$ cat src/rtl/aig_pkg.sv
// package: constants and types for the interrupt gate and status flag block
// Contract
// - service gate only in timing 3 envelope of sequence state 4
// - branch, test-branch and index-high commands never open the gate
// - listed commands, volume difference or trap error suppress the gate
// - console lockout holds the service gate closed
// - cleared permit flag blocks inhibitable interrupts; others need only the gate
// - permit cleared in envelope of state 4 by store-branch, inhibit, load-program-register
// - permit clear also tells interrupt module to clear priority flip-flops
// - permit set at last pulse of state 4 by permit or load-program-register bit 21
// - echo request on last block-transfer character or tally stepping 0 to -1
// - interrupt access in next state 1 addresses memory from interrupt module
// - interrupt access forces address bit 7; module supplies bits 6 to 0
// - overflow set when arithmetic result exceeds 23 or 46 bit magnitude
// - group-3 left shift with bit 5 sets overflow when accumulator bits 23, 22 differ
// - jump-no-overflow tests overflow flag and clears it
// - store-and-branch saves overflow and test; load-program-register restores both
// - tally, group-1 and index-high commands load test flag with tested outcome
// - test-branch commands branch on current test flag
// - group-1 set sets test flag; group-1 clear-test clears it
// - protect error exits via location 20 octal, saves instruction word at 21
// - stall alarm error exits via location 24 octal
// - data words are 24 bits, bit 23 sign and most significant
package aig_pkg;

  localparam int WORD_W   = 24;
  localparam int ADDR_W   = 15;
  localparam int SIGN_BIT = 23;
  localparam int NEXT_BIT = 22;
  localparam int PERMIT_SET_BIT = 21;
  localparam int SHIFT_OVF_BIT  = 5;
  localparam int MA_FORCE_BIT   = 7;
  localparam int LEVEL_W        = 7;
  localparam int SINGLE_MAG_W   = 23;
  localparam int DOUBLE_MAG_W   = 46;
  // saved flag positions in the stored word
  localparam int SAVE_OVF_BIT   = 23;
  localparam int SAVE_TEST_BIT  = 22;

  localparam logic [ADDR_W-1:0] PROTECT_EXIT_ADDR = 15'h0010;
  localparam logic [ADDR_W-1:0] PROTECT_SAVE_ADDR = 15'h0011;
  localparam logic [ADDR_W-1:0] STALL_EXIT_ADDR   = 15'h0014;

  localparam logic RST_PERMIT = 1'b0;
  localparam logic RST_OVF    = 1'b0;
  localparam logic RST_TEST   = 1'b0;

  // one-hot command decode from the instruction decoder
  typedef struct packed {
    logic branch_unconditional_cmd;
    logic branch_on_test_set_cmd;
    logic branch_on_test_reset_cmd;
    logic test_index_high_cmd;
    logic count_ones_cmd;
    logic count_zeros_cmd;
    logic count_ones_variant_cmd;
    logic count_zeros_variant_cmd;
    logic load_program_register_cmd;
    logic load_program_counter_cmd;
    logic store_place_and_branch_cmd;
    logic jump_no_overflow_cmd;
    logic jump_device_not_ready_cmd;
    logic jump_data_ready_cmd;
    logic jump_channel_busy_cmd;
    logic load_index_cmd;
    logic permit_interrupt_cmd;
    logic inhibit_interrupt_cmd;
    logic decrement_tally_cmd;
    logic add_cmd;
    logic subtract_cmd;
    logic multiply_cmd;
    logic divide_cmd;
    logic group_one_command;
    logic group_one_set_cmd;
    logic group_one_clear_test_cmd;
    logic group_three_command;
  } aig_cmd_t;

  // sequencer timing
  typedef struct packed {
    logic state1;
    logic state4;
    logic timing_envelope_a;
    logic timing_envelope_b;
    logic timing_envelope_c;
    logic last_pulse;
    logic exec_step;
  } aig_seq_t;

  // arithmetic and error status for this cycle
  typedef struct packed {
    logic              arithOverflow;
    logic              doubleLength;
    logic              leftShift;
    logic              testOutcome;
    logic              tallyZeroToMinusOne;
    logic              blockLastCharLastWord;
    logic              volumeDifference;
    logic              trapError;
    logic              protectError;
    logic              stallAlarm;
  } aig_status_t;

  typedef struct packed {
    logic permit;
    logic overflow;
    logic test;
    logic intPending;
    logic intAccess;
    logic [ADDR_W-1:0] memAddr;
    logic [WORD_W-1:0] savedWord;
  } aig_state_t;

endpackage

$ cat src/rtl/aig_gate_flags.sv
// module: interrupt service gate, permit, overflow and test flags
`timescale 1ns/10ps
`default_nettype none
module aig_gate_flags
  import aig_pkg::*;
(
  input  wire logic              clk,
  input  wire logic              sys_rst,
  input  wire aig_cmd_t          cmd,
  input  wire aig_seq_t          seq,
  input  wire aig_status_t       stat,
  input  wire logic [WORD_W-1:0] instrWord,
  input  wire logic [WORD_W-1:0] accumulator,
  input  wire logic [WORD_W-1:0] restoreWord,
  input  wire logic [ADDR_W-1:0] progCounter,
  input  wire logic              lockoutSwitchPin,
  input  wire logic              interruptRequest,
  input  wire logic              interruptInhibitable,
  input  wire logic [LEVEL_W-1:0] interruptLevel,
  output logic                   interrupt_service_gate,
  output logic                   interruptAccept,
  output logic                   interrupt_permit_flag,
  output logic                   permit_clear_condition,
  output logic                   clearPriority,
  output logic                   echo_interrupt_request,
  output logic                   interrupt_module_addresses_memory,
  output logic                   memory_address_bit_seven,
  output logic [ADDR_W-1:0]      memAddr,
  output logic                   overflow_flag,
  output logic                   test_flag,
  output logic                   branchTaken,
  output logic [WORD_W-1:0]      savedWord
);

  aig_state_t state;
  aig_state_t next_state;

  // ----------------------------------------------------------------
  // lockout pin synchroniser
  // ----------------------------------------------------------------
  logic lockMeta;
  logic lockSync;
  always_ff @(posedge clk or posedge sys_rst) begin
    if (sys_rst) begin
      lockMeta <= 1'b1;
      lockSync <= 1'b1;
    end else begin
      lockMeta <= lockoutSwitchPin;
      lockSync <= lockMeta;
    end
  end

  // ----------------------------------------------------------------
  // gate decode
  // ----------------------------------------------------------------
  logic envelope3;
  logic noState4Cmd;
  logic suppressCmd;
  logic serviceGate;
  logic wantInterrupt;

  assign envelope3 = seq.state4 & seq.timing_envelope_a & seq.timing_envelope_c;
  assign noState4Cmd = cmd.branch_unconditional_cmd | cmd.branch_on_test_set_cmd
                     | cmd.branch_on_test_reset_cmd | cmd.test_index_high_cmd;
  assign suppressCmd = cmd.count_ones_cmd | cmd.count_zeros_cmd
                     | cmd.count_ones_variant_cmd | cmd.count_zeros_variant_cmd
                     | cmd.load_program_register_cmd | cmd.load_program_counter_cmd
                     | cmd.store_place_and_branch_cmd | cmd.jump_no_overflow_cmd
                     | cmd.jump_device_not_ready_cmd | cmd.jump_data_ready_cmd
                     | cmd.jump_channel_busy_cmd | cmd.load_index_cmd
                     | stat.volumeDifference | stat.trapError;
  assign serviceGate = envelope3 & ~noState4Cmd & ~suppressCmd & ~lockSync;
  assign wantInterrupt = interruptRequest & serviceGate
                       & (~interruptInhibitable | state.permit);

  assign interrupt_service_gate = serviceGate;
  assign interruptAccept        = wantInterrupt;

  // ----------------------------------------------------------------
  // permit clear and set conditions
  // ----------------------------------------------------------------
  logic permitClear;
  logic permitSet;
  assign permitClear = envelope3 & seq.timing_envelope_b
                     & (cmd.store_place_and_branch_cmd | cmd.inhibit_interrupt_cmd
                        | cmd.load_program_register_cmd)
                     & ~stat.volumeDifference & ~stat.protectError;
  assign permitSet = seq.state4 & seq.last_pulse
                   & (cmd.permit_interrupt_cmd
                      | (cmd.load_program_register_cmd & instrWord[PERMIT_SET_BIT]));
  assign permit_clear_condition = permitClear;
  assign clearPriority          = permitClear;

  // ----------------------------------------------------------------
  // echo request
  // ----------------------------------------------------------------
  assign echo_interrupt_request = stat.blockLastCharLastWord
                                | (cmd.decrement_tally_cmd & stat.tallyZeroToMinusOne);

  // ----------------------------------------------------------------
  // overflow and test sources
  // ----------------------------------------------------------------
  logic arithCmd;
  logic shiftOvf;
  logic testLoadCmd;
  logic branchOnTest;
  assign arithCmd = cmd.add_cmd | cmd.subtract_cmd | cmd.multiply_cmd | cmd.divide_cmd;
  // stat.arithOverflow: magnitude past SINGLE_MAG_W, or DOUBLE_MAG_W when doubleLength
  assign shiftOvf = cmd.group_three_command & instrWord[SHIFT_OVF_BIT] & stat.leftShift
                  & (accumulator[SIGN_BIT] ^ accumulator[NEXT_BIT]);
  assign testLoadCmd = cmd.decrement_tally_cmd | cmd.group_one_command
                     | cmd.test_index_high_cmd;
  assign branchOnTest = (cmd.branch_on_test_set_cmd & state.test)
                      | (cmd.branch_on_test_reset_cmd & ~state.test);
  assign branchTaken = branchOnTest | (cmd.jump_no_overflow_cmd & ~state.overflow);

  // ----------------------------------------------------------------
  // state registers
  // ----------------------------------------------------------------
  always_comb begin
    next_state = state;
    if (permitClear) begin
      next_state.permit = 1'b0;
    end else if (permitSet) begin
      next_state.permit = 1'b1;
    end
    if (seq.exec_step) begin
      if (cmd.load_program_register_cmd) begin
        next_state.overflow = restoreWord[SAVE_OVF_BIT];
        next_state.test     = restoreWord[SAVE_TEST_BIT];
      end else begin
        if (cmd.jump_no_overflow_cmd) begin
          next_state.overflow = 1'b0;
        end
        if ((arithCmd & stat.arithOverflow) | shiftOvf) begin
          next_state.overflow = 1'b1;
        end
        if (cmd.group_one_set_cmd) begin
          next_state.test = 1'b1;
        end else if (cmd.group_one_clear_test_cmd) begin
          next_state.test = 1'b0;
        end else if (testLoadCmd) begin
          next_state.test = stat.testOutcome;
        end
      end
      if (cmd.store_place_and_branch_cmd) begin
        next_state.savedWord = '0;
        next_state.savedWord[SAVE_OVF_BIT]  = state.overflow;
        next_state.savedWord[SAVE_TEST_BIT] = state.test;
      end
    end
    if (stat.protectError) begin
      next_state.savedWord = instrWord;
    end
    // interrupt taken in envelope, served at next state 1
    if (wantInterrupt) begin
      next_state.intPending = 1'b1;
    end
    next_state.intAccess = 1'b0;
    if (state.intPending & seq.state1) begin
      next_state.intPending = 1'b0;
      next_state.intAccess  = 1'b1;
      next_state.memAddr    = '0;
      next_state.memAddr[MA_FORCE_BIT] = 1'b1;
      next_state.memAddr[LEVEL_W-1:0]  = interruptLevel;
    end else if (stat.protectError) begin
      next_state.memAddr = PROTECT_EXIT_ADDR;
    end else if (stat.stallAlarm) begin
      next_state.memAddr = STALL_EXIT_ADDR;
    end else begin
      next_state.memAddr = progCounter;
    end
  end

  always_ff @(posedge clk or posedge sys_rst) begin
    if (sys_rst) begin
      state.permit     <= RST_PERMIT;
      state.overflow   <= RST_OVF;
      state.test       <= RST_TEST;
      state.intPending <= 1'b0;
      state.intAccess  <= 1'b0;
      state.memAddr    <= '0;
      state.savedWord  <= '0;
    end else begin
      state <= next_state;
    end
  end

  assign interrupt_permit_flag             = state.permit;
  assign overflow_flag                     = state.overflow;
  assign test_flag                         = state.test;
  assign interrupt_module_addresses_memory = state.intAccess;
  assign memory_address_bit_seven          = state.intAccess;
  assign memAddr                           = state.memAddr;
  assign savedWord                         = state.savedWord;

endmodule
`default_nettype wire

$ cat config.mk
export PLATFORM = sky130hd
export DESIGN_NAME = aig_gate_flags
export DESIGN_NICKNAME = d
export VERILOG_FILES = /design/src/rtl/aig_pkg.sv /design/src/rtl/aig_gate_flags.sv
export SDC_FILE = /design/constraint.sdc
export NUM_CORES = 1
export LEC_CHECK = 0
export BUFFER_PORTS_ARGS = -buffer_cell sky130_fd_sc_hd__buf_2
export CAP_MARGIN = 15
export CORE_ASPECT_RATIO = 0.5
export CORE_MARGIN = 3
export CORE_UTILIZATION = 37
export CTS_CLUSTER_SIZE = 24
export DETAILED_ROUTE_END_ITERATION = 8
export PLACE_DENSITY = 0.85
export SYNTH_ARGS = -nofsm -noshare
export SYNTH_HDL_FRONTEND = slang
export SYNTH_SLANG_ARGS = --single-unit
$ cat constraint.sdc
create_clock -name clk -period 1.9 [get_ports clk]
set_input_delay 0.475 -clock clk [delete_from_list [all_inputs] [get_ports clk]]
set_output_delay 0.475 -clock clk [all_outputs]
set_load 0.1 [all_outputs]
==> impl_results.md, run 1 <==
* Largest net degree at the start of global routing at 30
* Initial drt markers at slightly below 70
* Fillers at 430
* Syn Inst Count at 185
* DRT Pass-1 Iters at 4
* Total Nets Final at around 450
* DRC at 0
* CP cell instances: buf_2, nor4_4, nand4_1, buf_6, nor3_4, buf_12
* Area after DPL at 2850 sq um
* Crit path max-delay cell type: nor4_4
* Comb power frac at between 30% and 40%
* Layout cells sized above 1 at between 60% and 70%
* Io pins at approximately 190
* GRT overflow at 0
* Status: finished, violations left
* Slew @ Worst Pin at between 0.5 and 0.6 ns
* Critical R2R Launch: lockSync
* Num Clock Sinks at 46
* Upper clock frequency limit at roughly 500 MHz
* H-Tree Level Count at 2
* Arrival @ worst endpoint at roughly 1.5 ns
* Synthesized area per cell at between 10 and 15 sq um
* Syn Nets at roughly 330
* Total Routing Usage GR at 18.41%
* Slew Viols, Final at 0
* Routed wire per std cell at 17.12 microns
* Failing checks: negative setup slack
* Initial antenna violation count at 0
* Later-pin clock latency in the skew report at around 0.28 ns
* Vias after detailed routing at 1847
* RSZ-0062 raised after global routing: true
* Vias per inst at ~4.9
* Top sig layer: met4
* Clock power frac at between 30% and 40%
* P_leak at 1.668 nW
* DP Wirelength at 4907 microns
* #FFs+latches synth at 46
* Setup-failing EPs final at 2
* Met1 WL at about 2300 microns
* Internal power at 1.828 mW
* GP Congestion at 0.9214
* # hold bufs at CTS at 0
* Net Sw Frac at 37.28%
* Clock Skew at 0.005054 ns
* Die height at roughly 60 microns
* WL final at between 6000 and 7000 microns
* Worst Path Required at ~1.4 ns
* Fin crit period at around 2 ns
* Worst-path clk slew at 0.06 ns
* # Max-Cap Violations at 0
* PwrDens at just over 900 nW/um^2
* R2R depth at 4
* Cell family with most CP delay: simple AND/OR/NAND/NOR gates
* First-pass GRT wire length at slightly below 10000 microns
* Vias in the first global route at 1993
* Register area share after synthesis at a little over half
* R2r setup slk at about 0.75 ns
* Fraction of power consumed by sequential logic at between 30 and 40%
* CTS tree: done
* Critical Path Stages at 6
* Hold WC Path Type: input pin to async pin
* Worst path bufs/invs at 3
* CP startpoint kind: input pin
* CTS Buffer Depth at 2
* Crit path capture type: primary output
* CTS buffer count at 5
* Core footprint at between 5000 and 6000 sq um
* Ant diodes at 0
* Die Wd at ~110 microns
* CTS Root Cell: clkbuf_16
* Worst-path fanout max at 3
* Psw at 1.087 mW
* Die area at 6786 sq um
* Final Util at 59.70%
* Yosys warning count at 0
* Finished Cell Area at between 3000 and 4000 sq um
* Final worst slack at -0.1132 ns
* Antenna viol nets, final at 0
* Worst slack at placement at -0.1473 ns
* Crit path kind: input pin to primary output
* Netlist cell types at 33
* FF-to-FF End: state[40]
* Slowest cell delay on critical path at between 0.2 and 0.3 ns
* Area growth, synth to finish at 46.43%
* Synth Cell Area at between 2000 and 2500 sq um
* Fin crit share at 106.0%
* Rel. slew slack at about two thirds
* Total power at 2.915 mW
* Metal2 WL at approximately 3700 microns
* Peak VDD IR at about 0.57 mV
* Final Hold Fails at 0
* PortBufs at roughly 150
* Initial Util at 40.77%
* Met3 WL at 264 microns
* Row cnt at 18
-- flip-flops by register name, indices dropped and copies added (netlist names) --
register / count
lockSync: 1
interrupt_permit_flag: 1
savedWord: 24
state: 1
overflow_flag: 1
lockMeta: 1
interrupt_module_addresses_memory: 1
memAddr: 15
test_flag: 1
-- per-layer routing --
layer / global-route usage, % / vias up
met5: 0 / -
li1: - / 858
met2: 37.49 / 48
met1: 18.88 / 927
met3: 4.550 / 14
met4: 5.822 / 0
-- synth_stat cells, drive strengths merged --
cell / count / area (sq um)
nor3: 3 / 15.01
mux2i: 3 / 30.03
clkbuf: 5 / 18.77
inv: 4 / 15.01
or4: 1 / 11.26
buf: 42 / 319.1
dfrtp: 44 / 1101
a22o: 27 / 236.5
a21oi: 2 / 10.01
nand2: 9 / 33.78
mux2: 1 / 11.26
nor4: 4 / 25.02
a41oi: 1 / 8.760
nand3b: 1 / 7.510
o31ai: 3 / 36.28
a21o: 2 / 15.01
a31oi: 1 / 6.260
and4b: 1 / 10.01
nor2: 6 / 22.52
nor4bb: 1 / 10.01
nand4: 1 / 6.260
nand2b: 4 / 25.02
and3: 7 / 43.79
o41a: 1 / 11.26
xor2: 1 / 8.760
o21ai: 5 / 25.02
dfstp: 2 / 52.55
o31a: 1 / 8.760
nor2b: 1 / 6.260
a32oi: 1 / 8.760
-- timing repair --
action | 4_1_cts | 5_1_grt
setup buffers | 1 | 0
gates resized for setup | 14 | 5
setup endpoints to repair | 4 | 5
pin swaps | 3 | 3
-- cells in the final DEF (no fill, tap or decap), types with 2 or more instances in the layout --
cell       synthesis  routed
a21o_1             2       2
a22o_1            27      27
and3_1             7       7
buf_12             0       6
buf_2              0     135
buf_4             41       9
buf_6              1       7
clkbuf_16          0       5
clkbuf_8           0       2
dfrtp_1           44      41
dfrtp_2            0       2
dfstp_2            2       2
inv_1              3       2
inv_2              1       2
mux2i_1            3       3
nand2_1            9       8
nand2b_1           4       4
nor2_1             6       5
nor3_1             3       2
nor4_4             0       4
o21ai_0            5       4
o31ai_1            2       2
-- power groups by stage --
stage	sequential, mW	clock (mW)	combinational, mW
after detailed placement	1.11	0	0.886
final	1.09	0.916	0.908
after CTS	1.09	0.942	0.904
after global routing	1.10	0.974	0.943
after floorplan	1.15	0	0.690
after global placement	1.10	0	0.873
-- through the flow --
step | cells | setup TNS (ns) | hold WS (ns)
6_report | 375 | -0.1477 | 0.2095
5_1_grt | 375 | -0.2798 | 0.2423
4_1_cts | 375 | -0.05205 | 0.2272
3_5_place_dp | 366 | -0.2120 | 0.3530
3_3_place_gp | 366 | -0.1563 | 0.3486
2_1_floorplan | 185 | -1.831 | 0.3452
-- worst max path at each step --
stage | endpoint | startpoint
after floorplan | permit_clear_condition | stat[3]
after global placement | interruptAccept | cmd[25]
after detailed placement | interruptAccept | cmd[24]
after CTS | interruptAccept | cmd[25]
after global routing | interruptAccept | cmd[25]
final | interruptAccept | cmd[14]
-- cells by family after synthesis --
kind of cell              Yosys count  share of synthesized area, %
muxes                               4                         1.930
AOI/OAI and AO/OA                  44                         17.13
buffers and inverters              51                         16.49
xor gates and xnor gates            1                        0.4094
DFF                                46                         53.92
and+or+nand+nor                    39                         10.12
-- area by class of cell --
cell class                      count  area [sq um]  area share (%)
Timing Repair Buffer              159         964.7           30.79
Multi-Input combinational cell     88         744.5           23.76
Clock buffer                        7         152.6           4.872
Clock inverter                      1         8.758          0.2796
Inverter                            4         15.01          0.4792
Tap cell                           70         87.58           2.796
Sequential cell                    46          1160           37.02
Power figures use the tool's default switching activity.
==> inputs of run 2 (changes only) <==
- ABC_AREA: default -> 1
- CORE_UTILIZATION: 37 -> 38
- PLACE_DENSITY: 0.85 -> 0.86
==> impl_results.md, run 2 <==
* Total Routing Usage GR at ~16%
* P_leak at around 1.7 nW
* Psw at between 1 and 1.5 mW
* Initial Util at between 40% and 50%
* Ant diodes at 0
* Largest family of logic cells by synthesized area: buffers and inverters
* Routed wire per std cell at roughly 14 microns
* GP Congestion at between 0.9 and 1
* Peak VDD IR at 0.4837 mV
* # Max-Cap Violations at 0
* Comb power frac at between 30% and 40%
* Max FFs per register at 24
* Slew @ Worst Pin at between 0.5 and 0.6 ns
* GRT overflow at 0
* Commonest cells post-synth: dfrtp_1, buf_4, nor2_1
* Synth Cell Area at between 2000 and 2500 sq um
* Die height at 59.94 microns
* Slew Viols, Final at 0
* Syn Inst Count at roughly 220
* CTS buffer count at 5
* DRT Pass-1 Iters at 4
* Total power at approximately 2.9 mW
* CP cell instances: buf_2, nor2_2, nand2_1, nor2_2, nand4_1, clkinvlp_4, buf_12
* Leading area contributor after synthesis: dfrtp_1
* Setup-failing EPs final at 0
* DP Wirelength at about 4500 microns
* Synthesized area per cell at about 10 sq um
* Largest net degree at the start of global routing at 27
* Crit path max-delay cell type: nand4_1
* Netlist cell types at 30
* Worst Path Required at ~1.4 ns
* H-Tree Level Count at 2
* #FFs+latches synth at 46
* Internal power at about 1.8 mW
* Status: complete, no violations
* Slowest cell delay on critical path at between 0.15 and 0.2 ns
* Vias per inst at about 4.5
* Synth Area in Simple Gates at approximately 12%
* # placed instances at roughly 400
* CTS Buffer Depth at 2
* PwrDens at roughly 950 nW/um^2
* Syn Nets at 364
* Synth Area in XOR/XNOR at less than 1%
* Crit path kind: input pin to primary output
* Final Util at a little under three fifths
* Fin crit period at roughly 1.9 ns
* CTS Root Cell: clkbuf_16
* Vias in the first global route at 1800
* Top-count cell post-synth: dfrtp_1
* EDFF count, synth at 0
* Clock Skew at between 0.002 and 0.0025 ns
* Multiplexer share of the synthesized area at 0%
* Upper clock frequency limit at 528.8 MHz
* RSZ-0062 raised after global routing: true
* Die area at ~6800 sq um
* Total Nets Final at 479
* Layout cells sized above 1 at about 54%
* DRC at 0
* Hold WC Path Type: input pin to async pin
* Top FF cell, synth: dfrtp_1
* Initial drt markers at 82
* Fillers at around 470
* Commonest non-fill, non-tap cell in the layout: buf_2
* Row cnt at 18
* WL final at roughly 5500 microns
* CP most frequent cell: nor2_2
* Fraction of power consumed by sequential logic at between 30% and 40%
* Clock power frac at between 20% and 30%
* Num Clock Sinks at 46
* Largest Register: savedWord
* Synth Area in Adders at 0%
* Arrival @ worst endpoint at 1.42 ns
* CP startpoint kind: input pin
* Final non-filler cell total at ~400
* Die Wd at around 110 microns
* Worst-path clk slew at about 0.060 ns
* First-pass GRT wire length at approximately 8500 microns
* Antenna viol nets, final at 0
* Area growth, synth to finish at 36.62%
* Area contributors post-synth: dfrtp_1, buf_4, a22o_1
* FFs w/ async S/R, synth at 100.0%
* Core footprint at between 5000 and 6000 sq um
* Worst-path fanout max at 2
* Crit path capture type: primary output
* Biggest regs: savedWord x24, memAddr x15
* Rel. slew slack at 62.84%
* CTS tree: done
* Net Sw Frac at 38.81%
* Later-pin clock latency in the skew report at between 0.2 and 0.3 ns
* Vias after detailed routing at 1825
* Yosys warning count at 0
* Commonest cells after routing, fill and taps aside: buf_2, dfrtp_1, a22o_1, nand2_1, nor2_1
* Register area share after synthesis at a little over half
* Io pins at ~190
* # hold bufs at CTS at 0
* PortBufs at about 150
* Compound-Gate Fraction of Synth Area at 16.19%
* Initial antenna violation count at 0
* Top cell type's share of synthesized area at 49.80%
* Final Hold Fails at 0
* Fin crit share at approximately 100%
run 2: cell count changes in the layout (fill, tap and decap cells not counted), moves of 4 or more:
cell | previous run | this run
and3_1 | 7 | 0
buf_2 | 135 | 141
buf_6 | 7 | 0
inv_1 | 2 | 10
nand2_1 | 8 | 26
nand2b_1 | 4 | 0
nand3_1 | 0 | 5
nor2_1 | 5 | 23
nor2_2 | 0 | 5
nor4_4 | 4 | 0
o21ai_0 | 4 | 8
run 2: layer usage:
| layer | part of all wire, % | wire length [microns] | GRT usage (%) |
|---|---|---|---|
| met5 | 0 | 0 | 0 |
| met4 | 0.49 | 27 | 3.046 |
| met3 | 4.8 | 263 | 3.539 |
| met2 | 54 | 2997 | 29.54 |
| met1 | 40 | 2213 | 19.33 |
run 2: cells by family (layout without fill, tap and decap cells):
group | after synthesis | in the layout
AO/OA/AOI/OAI | 46 | 46
AND/OR/NAND/NOR | 65 | 65
XOR/XNOR | 1 | 1
flip-flops | 46 | 46
buffers and inverters | 63 | 178
run 2: timing repair:
action	CTS	global route
pin swaps	1	1
gates resized for setup	2	2
setup endpoints to repair	1	1
setup buffers	0	0
run 2: critical path: cells and delay by family:
kind | cells | cell delay (ns)
and+or+nand+nor | 4 | 0.50
buffers and inverters | 3 | 0.43
run 2: layout make-up:
cell class              instances  area [sq um]  area share (%)
inverters                      16         71.32           2.361
flip-flops and latches         46          1161           38.44
repair buffers                155         898.4           29.74
well taps                      70         87.58           2.900
clock buffers                   7         132.6           4.391
multi-input cells             112         669.4           22.16
run 2: final timing paths:
| path | startpoint | endpoint | slack [ns] | cells after the start |
|---|---|---|---|---|
| max | cmd[16] | interruptAccept | 0.009 | 7 |
| min | sys_rst | interrupt_module_addresses_memory | 0.24 | 2 |
| max reg2reg | lockSync | state[40] | 0.72 | 6 |
| min reg2reg | lockMeta | lockSync | 0.35 | 0 |
| max in group asynchronous | sys_rst | memAddr[10] | 1.15 | 3 |
| min in group clk | lockoutSwitchPin | lockMeta | 0.30 | 1 |
run 2: power by group through the flow:
stage	combinational (mW)	clock [mW]	sequential, mW
floorplan	0.775	0	1.16
global placement	0.962	0	1.11
finish	0.966	0.807	1.09
CTS	0.973	0.830	1.09
global route	1.01	0.881	1.10
detailed placement	0.973	0	1.11
run 2: metrics by stage:
stage | setup TNS (ns) | cell area, sq um | setup slack (ns) | hold slack [ns]
floorplan | -1.393 | 2257 | -0.7088 | 0.3452
global placement | -0.04365 | 2878 | -0.04365 | 0.3464
detailed placement | -0.03060 | 2878 | -0.03060 | 0.3472
CTS | -0.005962 | 3015 | -0.005962 | 0.2617
global route | -0.07250 | 3020 | -0.07250 | 0.2874
finish | 0 | 3020 | 0.008800 | 0.2416
==> inputs of run 3 (changes only) <==
- PLACE_DENSITY: 0.86 -> 0.81
- SETUP_SLACK_MARGIN: default -> 0.4
==> impl_results.md, run 3 (same netlist as run 2, synthesis figures left out) <==
* Status: complete, no violations
* PwrDens at 911.7 nW/um^2
* Rel. slew slack at around two thirds
* Die area at ~6800 sq um
* GP Congestion at between 0.7 and 0.8
* Fin crit period at approximately 1.9 ns
* Total Nets Final at a little under 500
* Largest Register: savedWord
* Vias per inst at between 4 and 5
* Crit path capture type: primary output
* Core footprint at approximately 5300 sq um
* DRT Pass-1 Iters at 4
* CP cell instances: buf_2, nor2_2, nand2_1, nor2_1, nand4_1, clkinvlp_4, buf_12
* Vias after detailed routing at just under 2000
* GRT met2 Usage at 36.65%
* Psw at between 1 and 1.5 mW
* Crit path max-delay cell type: nand4_1
* Initial antenna violation count at 0
* CTS buffer count at 5
* Worst path bufs/invs at 3
* CTS Root Cell: clkbuf_16
* CTS Buffer Depth at 2
* Initial Util at 41.95%
* Fraction of power consumed by sequential logic at 35.8%
* Area after DPL at between 2000 and 3000 sq um
* Arrival @ worst endpoint at between 1 and 1.5 ns
* Slowest cell delay on critical path at approximately 0.20 ns
* DP Wirelength at approximately 4600 microns
* Clock power frac at approximately 30%
* Io pins at between 150 and 200
* Met3 Usage GRT at under 10%
* Slew @ Worst Pin at a little over 0.5 ns
* Cell family with most CP delay: simple AND/OR/NAND/NOR gates
* Area growth, synth to finish at 52.63%
* Internal power at around 1.9 mW
* Vias in the first global route at slightly above 2000
* Num Clock Sinks at between 40 and 50
* DRC at 0
* First-pass GRT wire length at 9701 microns
* Final Util at around 64%
* Met1 Usage GRT at between 20% and 30%
* Setup-failing EPs final at 0
* Final Hold Fails at 0
* P_leak at 1.751 nW
* Routed wire per std cell at 15.39 microns
* RSZ-0062 raised after global routing: true
* Slew Viols, Final at 0
* Worst Path Required at roughly 1.4 ns
* Initial drt markers at 84
* Die Wd at about 110 microns
* R2r setup slk at ~0.22 ns
* Finished Cell Area at about 3400 sq um
* Largest net degree at the start of global routing at 27
* Clock Skew at approximately 0.0050 ns
* Fin crit share at 99.68%
* GRT overflow at 0
* Biggest regs: savedWord x24, memAddr x15
* Worst-path fanout max at 3
* Die height at 59.94 microns
* Layout cells sized above 1 at about three fifths
* Commonest non-fill, non-tap cell in the layout: buf_2
* CTS tree: done
* WL final at 6417 microns
* Row cnt at 18
* Max FFs per register at 24
* Worst-path clk slew at ~0.060 ns
* Peak VDD IR at roughly 0.51 mV
* Commonest cells after routing, fill and taps aside: buf_2, buf_4, dfrtp_1
* Ant diodes at 0
* CP startpoint kind: input pin
* Upper clock frequency limit at 528.0 MHz
* PortBufs at 147
* # Max-Cap Violations at 0
* Net Sw Frac at around two fifths
* Crit path kind: input pin to primary output
* Antenna viol nets, final at 0
* Later-pin clock latency in the skew report at roughly 0.28 ns
* H-Tree Level Count at 2
* GRT busiest layer: met2
* Comb power frac at about a third
* Hold WC Path Type: input pin to async pin
* Total Routing Usage GR at a little under a fifth
-- run 3: what timing repair did --
item | 4_1_cts | 5_1_grt
hold buffers | 0 | 0
pin swaps | 4 | 5
setup buffers | 7 | 3
endpoints found under the setup margin | 46 | 14
cloned | 0 | 1
gates resized for setup | 61 | 13
-- run 3: area by class of cell --
class	instances	area (sq um)
tap	70	87.58
clock inverter	1	8.758
multi-input combinational	113	739.5
sequential	46	1165
timing repair buffer	164	1142
fill	438	1896
clock buffer	7	152.6
inverter	16	78.83
-- run 3: per-stage QoR --
step	total power, mW	setup TNS [ns]	hold slack (ns)	setup slack [ns]	instances
4_1_cts	3.076	-0.003440	0.2408	-0.003440	413
6_report	3.076	0	0.2239	0.005995	417
2_1_floorplan	1.941	-1.390	0.3452	-0.7088	221
5_1_grt	3.213	-0.06810	0.2648	-0.06810	417
3_3_place_gp	2.069	-0.001937	0.3458	-0.001937	398
3_5_place_dp	2.087	-0.02965	0.3472	-0.02965	398
-- run 3: worst paths after layout --
check                                 startpoint              end  cells after the start
min reg2reg                             lockMeta         lockSync                      0
max in group asynchronous                sys_rst         lockMeta                      3
min                                      sys_rst    savedWord[11]                      2
max                                      cmd[15]  interruptAccept                      7
max reg2reg                interrupt_permit_flag        state[40]                     10
min in group clk                lockoutSwitchPin         lockMeta                      1
-- run 3: per-layer routing --
metal / routed length (microns) / up-vias
li1: - / 947
met1: 2384 / 980
met2: 3696 / 53
met3: 259 / 6
met4: 76 / 0
met5: 0 / -
-- run 3: power by group through the flow --
stage	registers (mW)	clock network, mW	logic (mW)
after floorplan	1.16	0	0.779
after global placement	1.11	0	0.958
after detailed placement	1.11	0	0.974
after CTS	1.10	0.945	1.03
after global routing	1.11	1.01	1.10
final	1.10	0.922	1.05
